===== src/hdl/ths_pkg.sv =====
`default_nettype none
package ths_pkg;

   // ------------------------------------------------------------------
   // Register map (byte addresses, one aligned word each)
   // ------------------------------------------------------------------
   localparam logic [7:0] ADR_CTRL = 8'h00;
   localparam logic [7:0] ADR_HITCFG = 8'h04;
   localparam logic [7:0] ADR_STATUS = 8'h08;
   localparam logic [7:0] ADR_SUM = 8'h0c;
   localparam logic [7:0] ADR_LEVEL = 8'h10;
   localparam logic [7:0] ADR_TOFCNT = 8'h14;

   // ------------------------------------------------------------------
   // Field positions
   // ------------------------------------------------------------------
   localparam int CTRL_START_BIT = 0;
   localparam int CTRL_ABORT_BIT = 1;
   localparam int ST_BUSY_BIT = 0;
   localparam int ST_DONE_BIT = 1;
   localparam int ST_ZC_BIT = 2;
   localparam int ST_ERR_BIT = 3;

   // ------------------------------------------------------------------
   // Reset values and limits
   // ------------------------------------------------------------------
   localparam logic [7:0] MIN_START_HIT = 8'h03;
   localparam logic [7:0] RST_START_HIT = 8'h03;
   localparam logic [7:0] RST_STOP_HIT = 8'h08;
   localparam logic [3:0] RST_STEP = 4'h1;
   localparam logic [7:0] RST_FIRST_HIT_LEVEL = 8'h20;
   localparam logic [7:0] RST_ZC_LEVEL = 8'h00;
   localparam int SYNC_STAGES = 2;

   // ------------------------------------------------------------------
   // Types
   // ------------------------------------------------------------------
   typedef enum logic [1:0] {
      ST_IDLE = 2'b00,
      ST_FIRST = 2'b01,
      ST_COLLECT = 2'b10
   } ths_state_t;

   typedef struct packed {
      logic [3:0] step;
      logic [7:0] stop_hit;
      logic [7:0] start_hit;
   } ths_cfg_t;

   typedef struct packed {
      logic [7:0] zc_level;
      logic [7:0] first_hit_threshold;
   } ths_level_t;

endpackage
`default_nettype wire


===== src/hdl/ths_edge_sync.sv =====
`timescale 1ns/10ps
`default_nettype none
module ths_edge_sync (
   input wire logic clk_i,
   input wire logic rst_i,
   input wire logic async_i,
   output logic rise_o
);

   logic meta_q;
   logic sync_q;
   logic prev_q;

   // ---------------------------------------------------------------
   // Two-stage synchroniser, edge taken only from the second stage
   // ---------------------------------------------------------------
   always_ff @(posedge clk_i) begin
      if (rst_i) begin
         meta_q <= 1'b0;
         sync_q <= 1'b0;
         prev_q <= 1'b0;
      end else begin
         meta_q <= async_i;
         sync_q <= meta_q;
         prev_q <= sync_q;
      end
   end

   // Rising edge is a one-cycle pulse
   assign rise_o = sync_q & ~prev_q;

endmodule
`default_nettype wire


===== src/hdl/ths_time_digitizer.sv =====
`timescale 1ns/10ps
`default_nettype none
module ths_time_digitizer #(
   parameter int CNT_W = 16,
   parameter int SUM_W = 32
) (
   input wire logic clk_i,
   input wire logic rst_i,
   input wire logic clear_i,
   input wire logic run_i,
   input wire logic tick_i,
   input wire logic capture_i,
   output logic [SUM_W-1:0] sum_o,
   output logic [7:0] count_o
);

   logic [CNT_W-1:0] time_q;

   // Elaboration check on the accumulator width
   if (SUM_W < CNT_W || SUM_W > 32) begin : g_bad_width
      $error("SUM_W must lie in CNT_W..32");
   end

   // ---------------------------------------------------------------
   // Time base: counts fast oscillator rising edges while running
   // ---------------------------------------------------------------
   always_ff @(posedge clk_i) begin
      if (rst_i || clear_i) begin
         time_q <= '0;
      end else if (run_i && tick_i) begin
         time_q <= time_q + 1'b1;
      end
   end

   // Accumulate the stamp of each evaluated hit
   always_ff @(posedge clk_i) begin
      if (rst_i || clear_i) begin
         sum_o <= '0;
         count_o <= 8'h00;
      end else if (capture_i) begin
         sum_o <= sum_o + SUM_W'(time_q);
         count_o <= count_o + 8'h01;
      end
   end

endmodule
`default_nettype wire


===== src/hdl/ths_hit_select.sv =====
// Added by the designer: the Wishbone interface to the registers and the register offsets.
`timescale 1ns/10ps
`default_nettype none
module ths_hit_select (
   input wire logic clk_i,
   input wire logic rst_i,
   input wire logic cyc_i,
   input wire logic stb_i,
   input wire logic we_i,
   input wire logic [7:0] adr_i,
   input wire logic [3:0] sel_i,
   input wire logic [31:0] dat_i,
   output logic [31:0] dat_o,
   output logic ack_o,
   input wire logic cmp_i,
   input wire logic fast_osc_clk_i,
   output logic thr_zc_sel_o,
   output logic [7:0] thr_level_o,
   output logic fast_osc_en_o,
   output logic tof_hit_o
);

   // ---------------------------------------------------------------
   // Declarations
   // ---------------------------------------------------------------
   ths_pkg::ths_state_t state_q;
   ths_pkg::ths_cfg_t cfg_q;
   ths_pkg::ths_level_t lvl_q;
   logic [7:0] idx_q;
   logic [7:0] idx_d;
   logic [3:0] skip_q;
   logic [3:0] step_m1;
   logic done_q;
   logic err_q;
   logic zc_q;
   logic hit;
   logic tick;
   logic in_range;
   logic eval;
   logic last;
   logic wr;
   logic rd;
   logic start_req;
   logic abort_req;
   logic cfg_ok;
   logic clear;
   logic [31:0] sum;
   logic [7:0] tof_cnt;

   // ---------------------------------------------------------------
   // Pin synchronisers
   // ---------------------------------------------------------------
   ths_edge_sync u_cmp_sync (
      .clk_i(clk_i),
      .rst_i(rst_i),
      .async_i(cmp_i),
      .rise_o(hit)
   );

   ths_edge_sync u_osc_sync (
      .clk_i(clk_i),
      .rst_i(rst_i),
      .async_i(fast_osc_clk_i),
      .rise_o(tick)
   );

   // ---------------------------------------------------------------
   // Bus decode
   // ---------------------------------------------------------------
   // Writes land on the edge at which the master sees ack
   assign wr = cyc_i & stb_i & we_i & ack_o;
   assign rd = cyc_i & stb_i & ~we_i & ~ack_o;
   assign start_req = wr && adr_i == ths_pkg::ADR_CTRL && sel_i[0]
      && dat_i[ths_pkg::CTRL_START_BIT];
   assign abort_req = wr && adr_i == ths_pkg::ADR_CTRL && sel_i[0]
      && dat_i[ths_pkg::CTRL_ABORT_BIT];
   // Start hit must be third or later and not past the stop hit
   assign cfg_ok = cfg_q.start_hit >= ths_pkg::MIN_START_HIT
      && cfg_q.stop_hit >= cfg_q.start_hit;
   assign clear = start_req && state_q == ths_pkg::ST_IDLE && cfg_ok;

   // Ack one cycle after the request, dropped the cycle after
   always_ff @(posedge clk_i) begin
      if (rst_i) begin
         ack_o <= 1'b0;
      end else begin
         ack_o <= cyc_i & stb_i & ~ack_o;
      end
   end

   // Configuration registers, byte lanes honoured
   always_ff @(posedge clk_i) begin
      if (rst_i) begin
         cfg_q <= '{step: ths_pkg::RST_STEP, stop_hit: ths_pkg::RST_STOP_HIT,
                    start_hit: ths_pkg::RST_START_HIT};
         lvl_q <= '{zc_level: ths_pkg::RST_ZC_LEVEL,
                    first_hit_threshold: ths_pkg::RST_FIRST_HIT_LEVEL};
      end else if (wr && state_q == ths_pkg::ST_IDLE) begin
         if (adr_i == ths_pkg::ADR_HITCFG) begin
            if (sel_i[0]) cfg_q.start_hit <= dat_i[7:0];
            if (sel_i[1]) cfg_q.stop_hit <= dat_i[15:8];
            if (sel_i[2]) cfg_q.step <= dat_i[19:16];
         end
         if (adr_i == ths_pkg::ADR_LEVEL) begin
            if (sel_i[0]) lvl_q.first_hit_threshold <= dat_i[7:0];
            if (sel_i[1]) lvl_q.zc_level <= dat_i[15:8];
         end
      end
   end

   // Read data, unmapped offsets read zero
   always_ff @(posedge clk_i) begin
      if (rst_i) begin
         dat_o <= 32'h0000_0000;
      end else if (rd) begin
         unique case (adr_i)
            ths_pkg::ADR_HITCFG: dat_o <= {12'h000, cfg_q};
            ths_pkg::ADR_STATUS: dat_o <= {16'h0000, idx_q, 4'h0, err_q, zc_q,
                                          done_q, state_q != ths_pkg::ST_IDLE};
            ths_pkg::ADR_SUM: dat_o <= sum;
            ths_pkg::ADR_LEVEL: dat_o <= {16'h0000, lvl_q};
            ths_pkg::ADR_TOFCNT: dat_o <= {24'h00_0000, tof_cnt};
            default: dat_o <= 32'h0000_0000;
         endcase
      end
   end

   // ---------------------------------------------------------------
   // Hit selection
   // ---------------------------------------------------------------
   assign idx_d = idx_q + 8'h01;
   assign step_m1 = (cfg_q.step == 4'h0) ? 4'h0 : cfg_q.step - 4'h1;
   assign in_range = idx_d >= cfg_q.start_hit && idx_d <= cfg_q.stop_hit;
   assign last = idx_d == cfg_q.stop_hit;
   // Start and stop always kept; others kept on stride, rest ignored
   assign eval = state_q == ths_pkg::ST_COLLECT && hit && in_range
      && (skip_q == 4'h0 || idx_d == cfg_q.start_hit || last);

   // Measurement sequencer
   always_ff @(posedge clk_i) begin
      if (rst_i) begin
         state_q <= ths_pkg::ST_IDLE;
      end else if (abort_req) begin
         state_q <= ths_pkg::ST_IDLE;
      end else begin
         unique case (state_q)
            ths_pkg::ST_IDLE: begin
               if (clear) begin
                  state_q <= ths_pkg::ST_FIRST;
               end
            end
            ths_pkg::ST_FIRST: begin
               if (hit) begin
                  state_q <= ths_pkg::ST_COLLECT;
               end
            end
            ths_pkg::ST_COLLECT: begin
               if (hit && last) begin
                  state_q <= ths_pkg::ST_IDLE;
               end
            end
            default: state_q <= ths_pkg::ST_IDLE;
         endcase
      end
   end

   // Hit index and stride counter, cleared at burst start
   always_ff @(posedge clk_i) begin
      if (rst_i || clear) begin
         idx_q <= 8'h00;
         skip_q <= 4'h0;
      end else if (state_q == ths_pkg::ST_FIRST && hit) begin
         idx_q <= 8'h01;
      end else if (state_q == ths_pkg::ST_COLLECT && hit) begin
         idx_q <= idx_d;
         if (eval) begin
            skip_q <= step_m1;
         end else if (in_range) begin
            skip_q <= skip_q - 4'h1;
         end
      end
   end

   // Threshold select: raised until first hit, then zero crossing
   always_ff @(posedge clk_i) begin
      if (rst_i || clear) begin
         zc_q <= 1'b0;
      end else if (state_q == ths_pkg::ST_FIRST && hit) begin
         zc_q <= 1'b1;
      end
   end

   // Done and configuration error flags
   always_ff @(posedge clk_i) begin
      if (rst_i || clear) begin
         done_q <= 1'b0;
         err_q <= 1'b0;
      end else if (start_req && !cfg_ok) begin
         err_q <= 1'b1;
      end else if (state_q == ths_pkg::ST_COLLECT && hit && last) begin
         done_q <= 1'b1;
      end
   end

   // Evaluated hit strobe
   always_ff @(posedge clk_i) begin
      if (rst_i) begin
         tof_hit_o <= 1'b0;
      end else begin
         tof_hit_o <= eval;
      end
   end

   // Fast oscillator powered only while a measurement runs
   always_ff @(posedge clk_i) begin
      if (rst_i) begin
         fast_osc_en_o <= 1'b0;
      end else begin
         fast_osc_en_o <= (state_q != ths_pkg::ST_IDLE || clear) && !abort_req
            && !(state_q == ths_pkg::ST_COLLECT && hit && last);
      end
   end

   // Level handed to the comparator reference
   assign thr_zc_sel_o = zc_q;
   always_ff @(posedge clk_i) begin
      if (rst_i) begin
         thr_level_o <= ths_pkg::RST_FIRST_HIT_LEVEL;
      end else begin
         thr_level_o <= zc_q ? lvl_q.zc_level : lvl_q.first_hit_threshold;
      end
   end

   // ---------------------------------------------------------------
   // Time digitizer on the fast oscillator
   // ---------------------------------------------------------------
   ths_time_digitizer #(
      .CNT_W(16),
      .SUM_W(32)
   ) u_ths_time_digitizer (
      .clk_i(clk_i),
      .rst_i(rst_i),
      .clear_i(clear),
      .run_i(fast_osc_en_o),
      .tick_i(tick),
      .capture_i(eval),
      .sum_o(sum),
      .count_o(tof_cnt)
   );
endmodule
`default_nettype wire


===== config.mk =====
export PLATFORM = sky130hd
export DESIGN_NAME = ths_hit_select
export DESIGN_NICKNAME = d
export VERILOG_FILES = /design/src/hdl/ths_pkg.sv /design/src/hdl/ths_edge_sync.sv /design/src/hdl/ths_time_digitizer.sv /design/src/hdl/ths_hit_select.sv
export SDC_FILE = /design/constraint.sdc
export NUM_CORES = 1
export LEC_CHECK = 0
export BUFFER_PORTS_ARGS = -buffer_cell sky130_fd_sc_hd__buf_2
export CAP_MARGIN = 20
export CORE_ASPECT_RATIO = 1.4
export CORE_UTILIZATION = 45
export CTS_CLUSTER_SIZE = 10
export DETAILED_ROUTE_END_ITERATION = 7
export GPL_ROUTABILITY_DRIVEN = 1
export GPL_TIMING_DRIVEN = 0
export PLACE_DENSITY_LB_ADDON = 0.12
export SLEW_MARGIN = 10
export SYNTH_ARGS = -nofsm -noshare
export SYNTH_HDL_FRONTEND = slang
export SYNTH_SLANG_ARGS = --single-unit

===== constraint.sdc =====
create_clock -name clk_i -period 3.26 [get_ports clk_i]
set_input_delay 0 -clock clk_i [delete_from_list [all_inputs] [get_ports clk_i]]
set_output_delay 0 -clock clk_i [all_outputs]
set_load 0.005 [all_outputs]

# --- Word level (Yosys, flattened, before mapping) ---
# Cells that the tools add are included.
op_classes:
  n_eq_ne: 12
  multipliers: 0
  div_mod_pow: 0
  add_sub_neg: 6
  bitwise_logic: 14
  n_reduce_logical: 43
  shift: 0
  muxes: 11
  order_cmp: 4
op_table:
  columns: ["operator", "count"]
  rows:
  - ["$pmux W32 S5", 1]
  - ["$add A32 B16 Y32", 1]
  - ["$reduce_and A3 Y1", 7]
  - ["$logic_and A1 B1 Y1", 19]
  - ["$add A16 B1 Y16 const B", 1]
  - ["$add A8 B1 Y8 const B", 2]
  - ["$eq A8 B4 Y1 const B", 2]
  - ["$eq A8 B5 Y1 const B", 2]
  - ["$eq A8 B8 Y1", 2]
  - ["$ge A8 B8 Y1", 2]
  - ["$mux W4", 3]
  - ["$and A1 B1 Y1", 8]
  - ["$eq A8 B3 Y1 const B", 1]
  - ["$ge A8 B2 Y1 const B", 1]
  - ["$le A8 B8 Y1", 1]
  - ["$logic_not A4 Y1", 2]
  - ["$logic_not A8 Y1", 1]
  - ["$mux W8", 1]
  - ["$sub A4 B1 Y4 const B", 2]
  - ["$mux W2", 3]
  - ["$ne A2 B2 Y1 const B", 3]
  - ["$not A1 Y1", 6]
  - ["$pmux W2 S3", 1]
  - ["$reduce_bool A2 Y1", 3]
  - ["8 further kinds", 15]
totals:
  inputBits: 51
  romBits: 0
  word_cells: 116
  latchBits: 0
  out_inout_bits: 44
  n_memories: 0
  ff_bits: 158
  ramBits: 0

# --- Logic depth before layout (Yosys ltp) ---
# Gate-level depths: netlist of the first run.
depth:
  word_depth: 11
  ltp_mapped: 15
  mapped_depth_nobuf: 12

# --- Hierarchy ---
# Synthesis of the first run repeated with hierarchy kept, for this count alone.
unflattened:
  cells_unflattened: 940
  hier_area_um2: 8294.2
by_module_without_submodules:
  columns: ["module", "cells_each", "area_per_inst_um2", "seq_area_each_um2", "instances"]
  rows:
  - ["ths_hit_select", 573, 5037.3, 1921.8, 1]
  - ["ths_time_digitizer", 353, 3081.7, 1121.1, 1]
  - ["ths_edge_sync", 7, 87.6, 60.1, 2]

# --- Worst setup path before layout of the first run ---
# Ideal clock, no wire load.
synth_path:
  kind: "reg2reg"
  startpoint: "reg idx_q[2]"
  endpoint: "reg u_ths_time_digitizer.sum_o[22]"
  slack_ns: 0.047
  synth_period_minus_slack_ns: 3.213
  n_path_buf: 1
  path_stages_with_launch: 14
  setup_time_ns: 0.070
  required_ns: 3.190
  arrival_ns: 3.143
  path_cell_list: "dfxtp_1 clkbuf_1 nand3_1 or2_2 nor2_1 xor2_1 ha_1 nand4_1 nor2_2 a211o_1 nand4_2 a2111o_1 or4_1 a21oi_1"
synth_between:
  elab_chain_cells: 5
  word_cells_on_any_way: 10
  classes_between: "1 x add/sub; 2 x order compare; 2 x eq/ne; 5 x reduce/logical"
synth_lines:
  columns: ["element", "line_no", "source"]
  rows:
  - ["start: declaration", "ths_hit_select.sv:29", "logic [7:0] idx_q;"]
  - ["start signal: assignment", "ths_hit_select.sv:175", "idx_q <= idx_d;"]
  - ["$add A8 B1 Y8 (*)", "ths_hit_select.sv:131", "assign idx_d = idx_q + 8'h01;"]
  - ["net idx_d[7]", "ths_hit_select.sv:30", "logic [7:0] idx_d;"]
  - ["$ge A8 B8 Y1, or another cell as far along", "ths_hit_select.sv:133", "assign in_range = idx_d >= cfg_q.start_hit && idx_d <= cfg_q.stop_hit;"]
  - ["$logic_and A1 B1 Y1 / $logic_or A1 B1 Y1 (equally long branches)", "ths_hit_select.sv:133, ths_hit_select.sv:137", null]
  - ["$logic_and A1 B1 Y1 / $logic_or A1 B1 Y1 (equally long branches)", "ths_hit_select.sv:136, ths_hit_select.sv:137", null]
  - ["$logic_and A1 B1 Y1 (*)", "ths_hit_select.sv:137", "&& (skip_q == 4'h0 || idx_d == cfg_q.start_hit || last);"]
  - ["end signal: assignment", "ths_time_digitizer.sv:41", "sum_o <= sum_o + SUM_W'(time_q);"]
  - ["end: declaration", "ths_time_digitizer.sv:13", "output logic [SUM_W-1:0] sum_o,"]
# Mark *: on every way through the listed nets, which the timed path passes. The rest lies on a longest branch.
# A chain may end at the register's enable or synchronous reset.

# --- Final worst setup path of the first run ---
layout_path:
  startpoint: "reg idx_q[1]"
  endpoint: "reg u_ths_time_digitizer.sum_o[22]"
# The elaborated chain is that of the path after synthesis.

==> flow_summary.ini, run 1 <==
[timing]
final_hold_viol_count = 0
min_period_ns = 3.12
slew_headroom = 0.247
setup_viol = 0
slew_viol_final = 0
whs_ns = 0.0565
tightest_slew_ns = 1.12
max_freq_ghz = 0.320
finClkSkew_ns = 0.00969
period_share = 0.958

[route]
wl_per_cell_um = 18.3
via_count = 7853
drtIter0Drc = 538
wl_mm = 25.7
postRouteAntennaNets = 0
drc = 0
via_per_inst = 5.59
firstDrtPassIters = 5

[cts]
clockBufferDepth = 2
clk_pin_slew_worst_paths_ns = 0.07
cts_buffers = 17
insertion_delay_ns = 0.43
cts_root_buffer = clkbuf_16
cts.sinks = 158
cts_tree = yes
htree_levels = 4

[critical_path]
critPathMaxFanout = 9
cp.required_ns = 3.62
slowest_stage = a2111o_1
cp_top_family = simple AND/OR/NAND/NOR gates
path_class = reg2reg
endpoint_kind = flop
startpoint_type = flop
path_buf_inv = 0
crit_arrival_ns = 3.49
worstPathCellList = nand3_4 -> or2_4 -> nor2_4 -> xor2_4 -> ha_1 -> nand4_1 -> nor2_1 -> nor3_4 -> a2111o_1 -> or4_1 -> a21oi_1
cp_slowest_stage_delay_ns = 0.46

[pwr]
pwr-share-clk = 0.466
cellPowerDensity_mw_per_mm2 = 399
pwr-share-comb = 0.055
max-vdd-ir-drop_uv = 337
seqPwrFrac = 0.480
leakagePower_uw = 0.00400
power.switching_uw = 1050
p_int_uw = 3020
switching_share = 0.257

[placed_design]
gp_congestion = 0.944
dp.cells = 1329
dpl.hpwl_mm = 19.7
port-buffer-count = 79

[layout]
drive_above_1_share = 0.162
ff_latch_area_mm2 = 0.00318
insertedDiodeCount = 0
nets = 1247
syn2layout_area_growth_pct = 22.5
fillers = 1712
layout.cells.non_filler = 1404
multi_input_area_mm2 = 0.00498

[floorplanning]
start_util = 0.462
die_x_um = 117
rows = 58
design.die.area_mm2 = 0.0190
ios = 95
core_mm2 = 0.0180
dieHeight_um = 163

[grt]
grt_pass1_wl_mm = 39.9
grt_start_max_net_pins = 17
grt.total_usage = 0.279
antenna_found_initial = 0
overflow = 0
grt_pass1_vias = 7535

[logic_synthesis]
yosys.area.top_type_share = 0.380
netlist_top_cells_count = 158 x dfxtp_1, 117 x nor2_1, 113 x nand2_1
yosysTopAreaCell = dfxtp_1
synth-edff-count = 0
netlist_area_mm2 = 0.00832
synth-seq-area-share = 0.380
ys.flop_type = dfxtp_1
ys_warn_count = 0
synthTopCellsByArea = dfxtp_1 38%, ha_1 6.6%, a21oi_1 5.7%, nor2_1 5.3%, nand2_1 5.1%
synth_cell_types = 62
yosysMostFrequentCell = dfxtp_1
avgSynthCellArea_um2 = 8.24
synthesis.nets = 1106
postSynth.asyncResetShare = 0
synth-seq-cells = 158
synthCells = 1010

[run_status]
status = complete, no violations

[hold_path]
hold_class = in2reg

[flow_run]
cap_viol_max_count = 0
cells in the final DEF (no fill, tap or decap), drive strengths merged, types with 16 or more instances in the layout:
cell type,synthesis,final
inv,31,38
nand2,118,118
xor2,23,23
dfxtp,158,158
ha,44,44
a21oi,97,97
a22oi,36,36
nand3,53,53
buf,22,113
o21ai,26,26
mux2i,35,35
nor2b,16,16
clkbuf,31,46
nor3,19,19
dlygate4sd3,0,33
nor2,119,119
cell type report:
| class | instances | share of cell area |
|---|---|---|
| plain buffers | 47 | 0.0212 |
| clock buffers | 17 | 0.0417 |
| clock inverters | 15 | 0.0125 |
| inverters | 31 | 0.0114 |
| multi-input cells | 768 | 0.489 |
| flip-flops and latches | 158 | 0.312 |
| well taps | 240 | 0.0295 |
| repair buffers | 128 | 0.0830 |
cell families (layout without fill, tap and decap cells):
group / count (synthesis) / after routing / share of synthesized area
xor+xnor: 38 / 38 / 0.0400
flops: 158 / 158 / 0.380
mux: 37 / 37 / 0.0448
simple gates: 402 / 402 / 0.233
compound gates: 246 / 246 / 0.192
fa+ha+maj: 45 / 45 / 0.0686
buf+inv: 84 / 238 / 0.0414
per-layer routing:
layer	vias up	track usage	share of wire
li1	3909	-	-
met1	3641	0.316	0.41
met2	238	0.495	0.50
met3	65	0.0413	0.038
met4	0	0.152	0.047
met5	-	0	0
timing repair:
item | 4_1_cts | 5_1_grt
hold buffers | 33 | 0
gates resized for setup | 31 | 13
buffers inserted | 8 | 8
pin swaps | 5 | 8
hold endpoints to repair | 41 | 0
endpoints found under the setup margin | 45 | 33
power by group through the flow:
stage | sequential (uW) | combinational [uW] | clock, uW
6_report | 1950 | 222 | 1900
5_1_grt | 1950 | 242 | 2010
4_1_cts | 1950 | 222 | 1930
3_5_place_dp | 1990 | 190 | 0
3_3_place_gp | 1990 | 190 | 0
2_1_floorplan | 1990 | 110 | 0
worst reg2reg max path, delay by kind of cell (launching register included):
family,cells,cell delay (ns)
simple gates,7,1.63
compound gates,2,0.62
flops,1,0.38
fa+ha+maj,1,0.33
xor+xnor,1,0.10
through the flow:
stage | power [uW] | area [um^2] | utilization | setup slack [ns] | TNS [ns]
after floorplan | 2100 | 8320 | - | 0.0466 | 0
after global placement | 2180 | 9010 | 0.501 | -0.797 | -25.01
after detailed placement | 2180 | 9010 | 0.501 | -0.821 | -25.90
after CTS | 4090 | 10100 | 0.559 | 0.0109 | 0
after global routing | 4210 | 10200 | 0.566 | -0.0125 | -0.0125
final | 4070 | 10200 | 0.566 | 0.135 | 0
flip-flops by register name, indices dropped and copies added (netlist names), 2 cells and up:
signal                        count
idx_q                             8
u_ths_time_digitizer.count_o      8
dat_o                            32
thr_level_o                       8
u_ths_time_digitizer.sum_o       32
cfg_q                            20
u_ths_time_digitizer.time_q      16
state_q                           2
skip_q                            4
lvl_q                            16
final timing paths:
| check | end | slack, ns | startpoint | depth (start not counted) |
|---|---|---|---|---|
| max | u_ths_time_digitizer.sum_o[22]$_SDFFE_PP0N_ | 0.14 | idx_q[1]$_SDFFE_PP0P_ | 11 |
| min | dat_o[0]$_SDFFE_PP0P_ | 0.06 | we_i | 4 |
| max reg2reg | u_ths_time_digitizer.sum_o[22]$_SDFFE_PP0N_ | 0.14 | idx_q[1]$_SDFFE_PP0P_ | 11 |
| min reg2reg | dat_o[23]$_SDFFE_PP0P_ | 0.45 | dat_o[23]$_SDFFE_PP0P_ | 2 |
Note: power is estimated with default switching activity, not from simulation.
==> run 2: changes to the inputs <==
Settings changed: CAP_MARGIN 20 to default, SETUP_SLACK_MARGIN from default to 0.4.
==> run 2 against run 1 <==
  * Worst hold slack got worse by 0.014 ns
  * Global-route usage up 1.4 points
  * Setup slack worse by 0.066 ns
  * Die area is the same
  * Cell area is 6.6% higher
  * Critical path depth grew 2
  * Combinational power rose by 19%
  * Sequential power about the same
  * Core utilization rose by 3.7 points
  * Final cell count rose by 2.8%
  * Largest cell class unchanged
  * Highest routed layer unchanged
==> flow_summary.ini, run 2 (same netlist as run 1, synthesis figures left out) <==
[timing]
final_hold_viol_count = 0
layout_setup_ws_ns = 0.0691
slew_headroom = 0.377
tightest_slew_ns = 0.930
finClkSkew_ns = 0.0110
max_freq_ghz = 0.313
min_period_ns = 3.19
slew_viol_final = 0
rsz0062_at_grt = yes
setup_viol = 0
period_share = 0.979

[pwr]
leakagePower_uw = 0.00431
switching_share = 0.267
pwr-share-comb = 0.063
seqPwrFrac = 0.465
pwr-share-clk = 0.472
cellPowerDensity_mw_per_mm2 = 385
p_int_uw = 3060
power.switching_uw = 1110
max-vdd-ir-drop_uv = 345

[layout]
final_cell_mix = 154 x dfxtp_1, 111 x nand2_1, 110 x nor2_1
ff_latch_area_mm2 = 0.00317
insertedDiodeCount = 0
drive_above_1_share = 0.211
fillers = 1642
multi_input_area_mm2 = 0.00512
nets = 1287
largestRegisters = dat_o x32, u_ths_time_digitizer.sum_o x32, cfg_q x20
finish.utilization = 0.604
final_common_cell = dfxtp_1
syn2layout_area_growth_pct = 30.6

[placed_design]
dpl.hpwl_mm = 19.9
gp_congestion = 0.908
port-buffer-count = 79
dp_slack_ns = -0.516

[grt]
grt_start_max_net_pins = 18
overflow = 0
antenna_found_initial = 0
grt.total_usage = 0.294
grt_pass1_vias = 7822
grt_pass1_wl_mm = 41.9

[critical_path]
cp.required_ns = 3.63
cp_top_family = simple AND/OR/NAND/NOR gates
path_class = reg2reg
critPathLaunch = idx_q[2]$_SDFFE_PP0P_
path_buf_inv = 2
endpoint_kind = flop
crit_arrival_ns = 3.56
worstPathCellList = buf_8 -> nand3_4 -> or2_4 -> nor2_4 -> xor2_2 -> ha_1 -> nand4_1 -> o31ai_4 -> buf_4 -> nand4_4 -> a2111o_1 -> or4_1 -> a21oi_1
cp_slowest_stage_delay_ns = 0.42
slowest_stage = or4_1
startpoint_type = flop
critPathMaxFanout = 6
rr_startpoint = idx_q[2]$_SDFFE_PP0P_

[floorplanning]
dieHeight_um = 163
start_util = 0.462
ios = 95
die_x_um = 117
core_mm2 = 0.0180
rows = 58
design.die.area_mm2 = 0.0190

[route]
drtIter0Drc = 604
via_count = 8145
firstDrtPassIters = 6
drc = 0
via_per_inst = 5.64
wl_per_cell_um = 18.8
postRouteAntennaNets = 0
wl_mm = 27.1

[cts]
htree_levels = 4
cts_buffers = 17
clk_pin_slew_worst_paths_ns = 0.07
insertion_delay_ns = 0.44
cts_root_buffer = clkbuf_16
cts.sinks = 158
cts_tree = yes
clockBufferDepth = 2

[run_status]
status = complete, no violations

[hold_path]
hold_start = we_i
hold_class = in2reg

[flow_run]
cap_viol_max_count = 0
-- run 2: tightest hold or removal path: stages --
cell     delay [ns]
buf_2          0.11
nor3_1         0.14
nand3_1        0.12
a21oi_1        0.06
-- run 2: cell type report --
| type | count | share of cell area |
|---|---|---|
| Multi-Input combinational cell | 768 | 0.471 |
| Sequential cell | 158 | 0.292 |
| Timing Repair Buffer | 162 | 0.116 |
| Clock buffer | 17 | 0.0392 |
| Buffer | 53 | 0.0295 |
| Tap cell | 240 | 0.0276 |
| Clock inverter | 15 | 0.0138 |
| Inverter | 31 | 0.0107 |
-- run 2: per-layer routing --
| metal | GRT usage | up-vias | share of wire |
|---|---|---|---|
| li1 | - | 3970 | - |
| met3 | 0.0458 | 84 | 0.040 |
| met1 | 0.326 | 3836 | 0.40 |
| met5 | 0 | - | 0 |
| met4 | 0.167 | 0 | 0.056 |
| met2 | 0.523 | 255 | 0.51 |
-- run 2: power groups by stage --
stage                     registers (uW)  logic [uW]  clock network, uW
after floorplan                     1990         117                  0
after global placement              1990         201                  0
after detailed placement            1990         203                  0
after CTS                           1940         244               1980
after global routing                1940         283               2080
final                               1940         265               1970
-- run 2: per-stage QoR --
stage	hold WS, ns	TNS (ns)	cells	area (um^2)	total power (uW)
after floorplan	0.128	0	1010	8390	2100
after global placement	0.210	-10.62	1329	9090	2190
after detailed placement	0.214	-12.45	1329	9090	2190
after CTS	0.0259	0	1431	10600	4170
after global routing	0.0663	-0.0697	1444	10900	4300
final	0.0421	0	1444	10900	4180
-- run 2: path summary, 6_finish.rpt --
check,end,slack [ns],depth (start not counted)
max,u_ths_time_digitizer.sum_o[22]$_SDFFE_PP0N_,0.07,13
min,dat_o[22]$_SDFFE_PP0P_,0.04,4
max reg2reg,u_ths_time_digitizer.sum_o[22]$_SDFFE_PP0N_,0.07,13
min reg2reg,u_osc_sync.sync_q$_SDFF_PP0_,0.45,1
-- run 2: timing repair --
item	in CTS	in global routing
endpoints found under the hold margin	41	0
hold buffers	31	0
setup endpoints to repair	55	56
resized for setup	71	29
gates cloned	2	0
buffers inserted	37	13
pin swaps	39	20
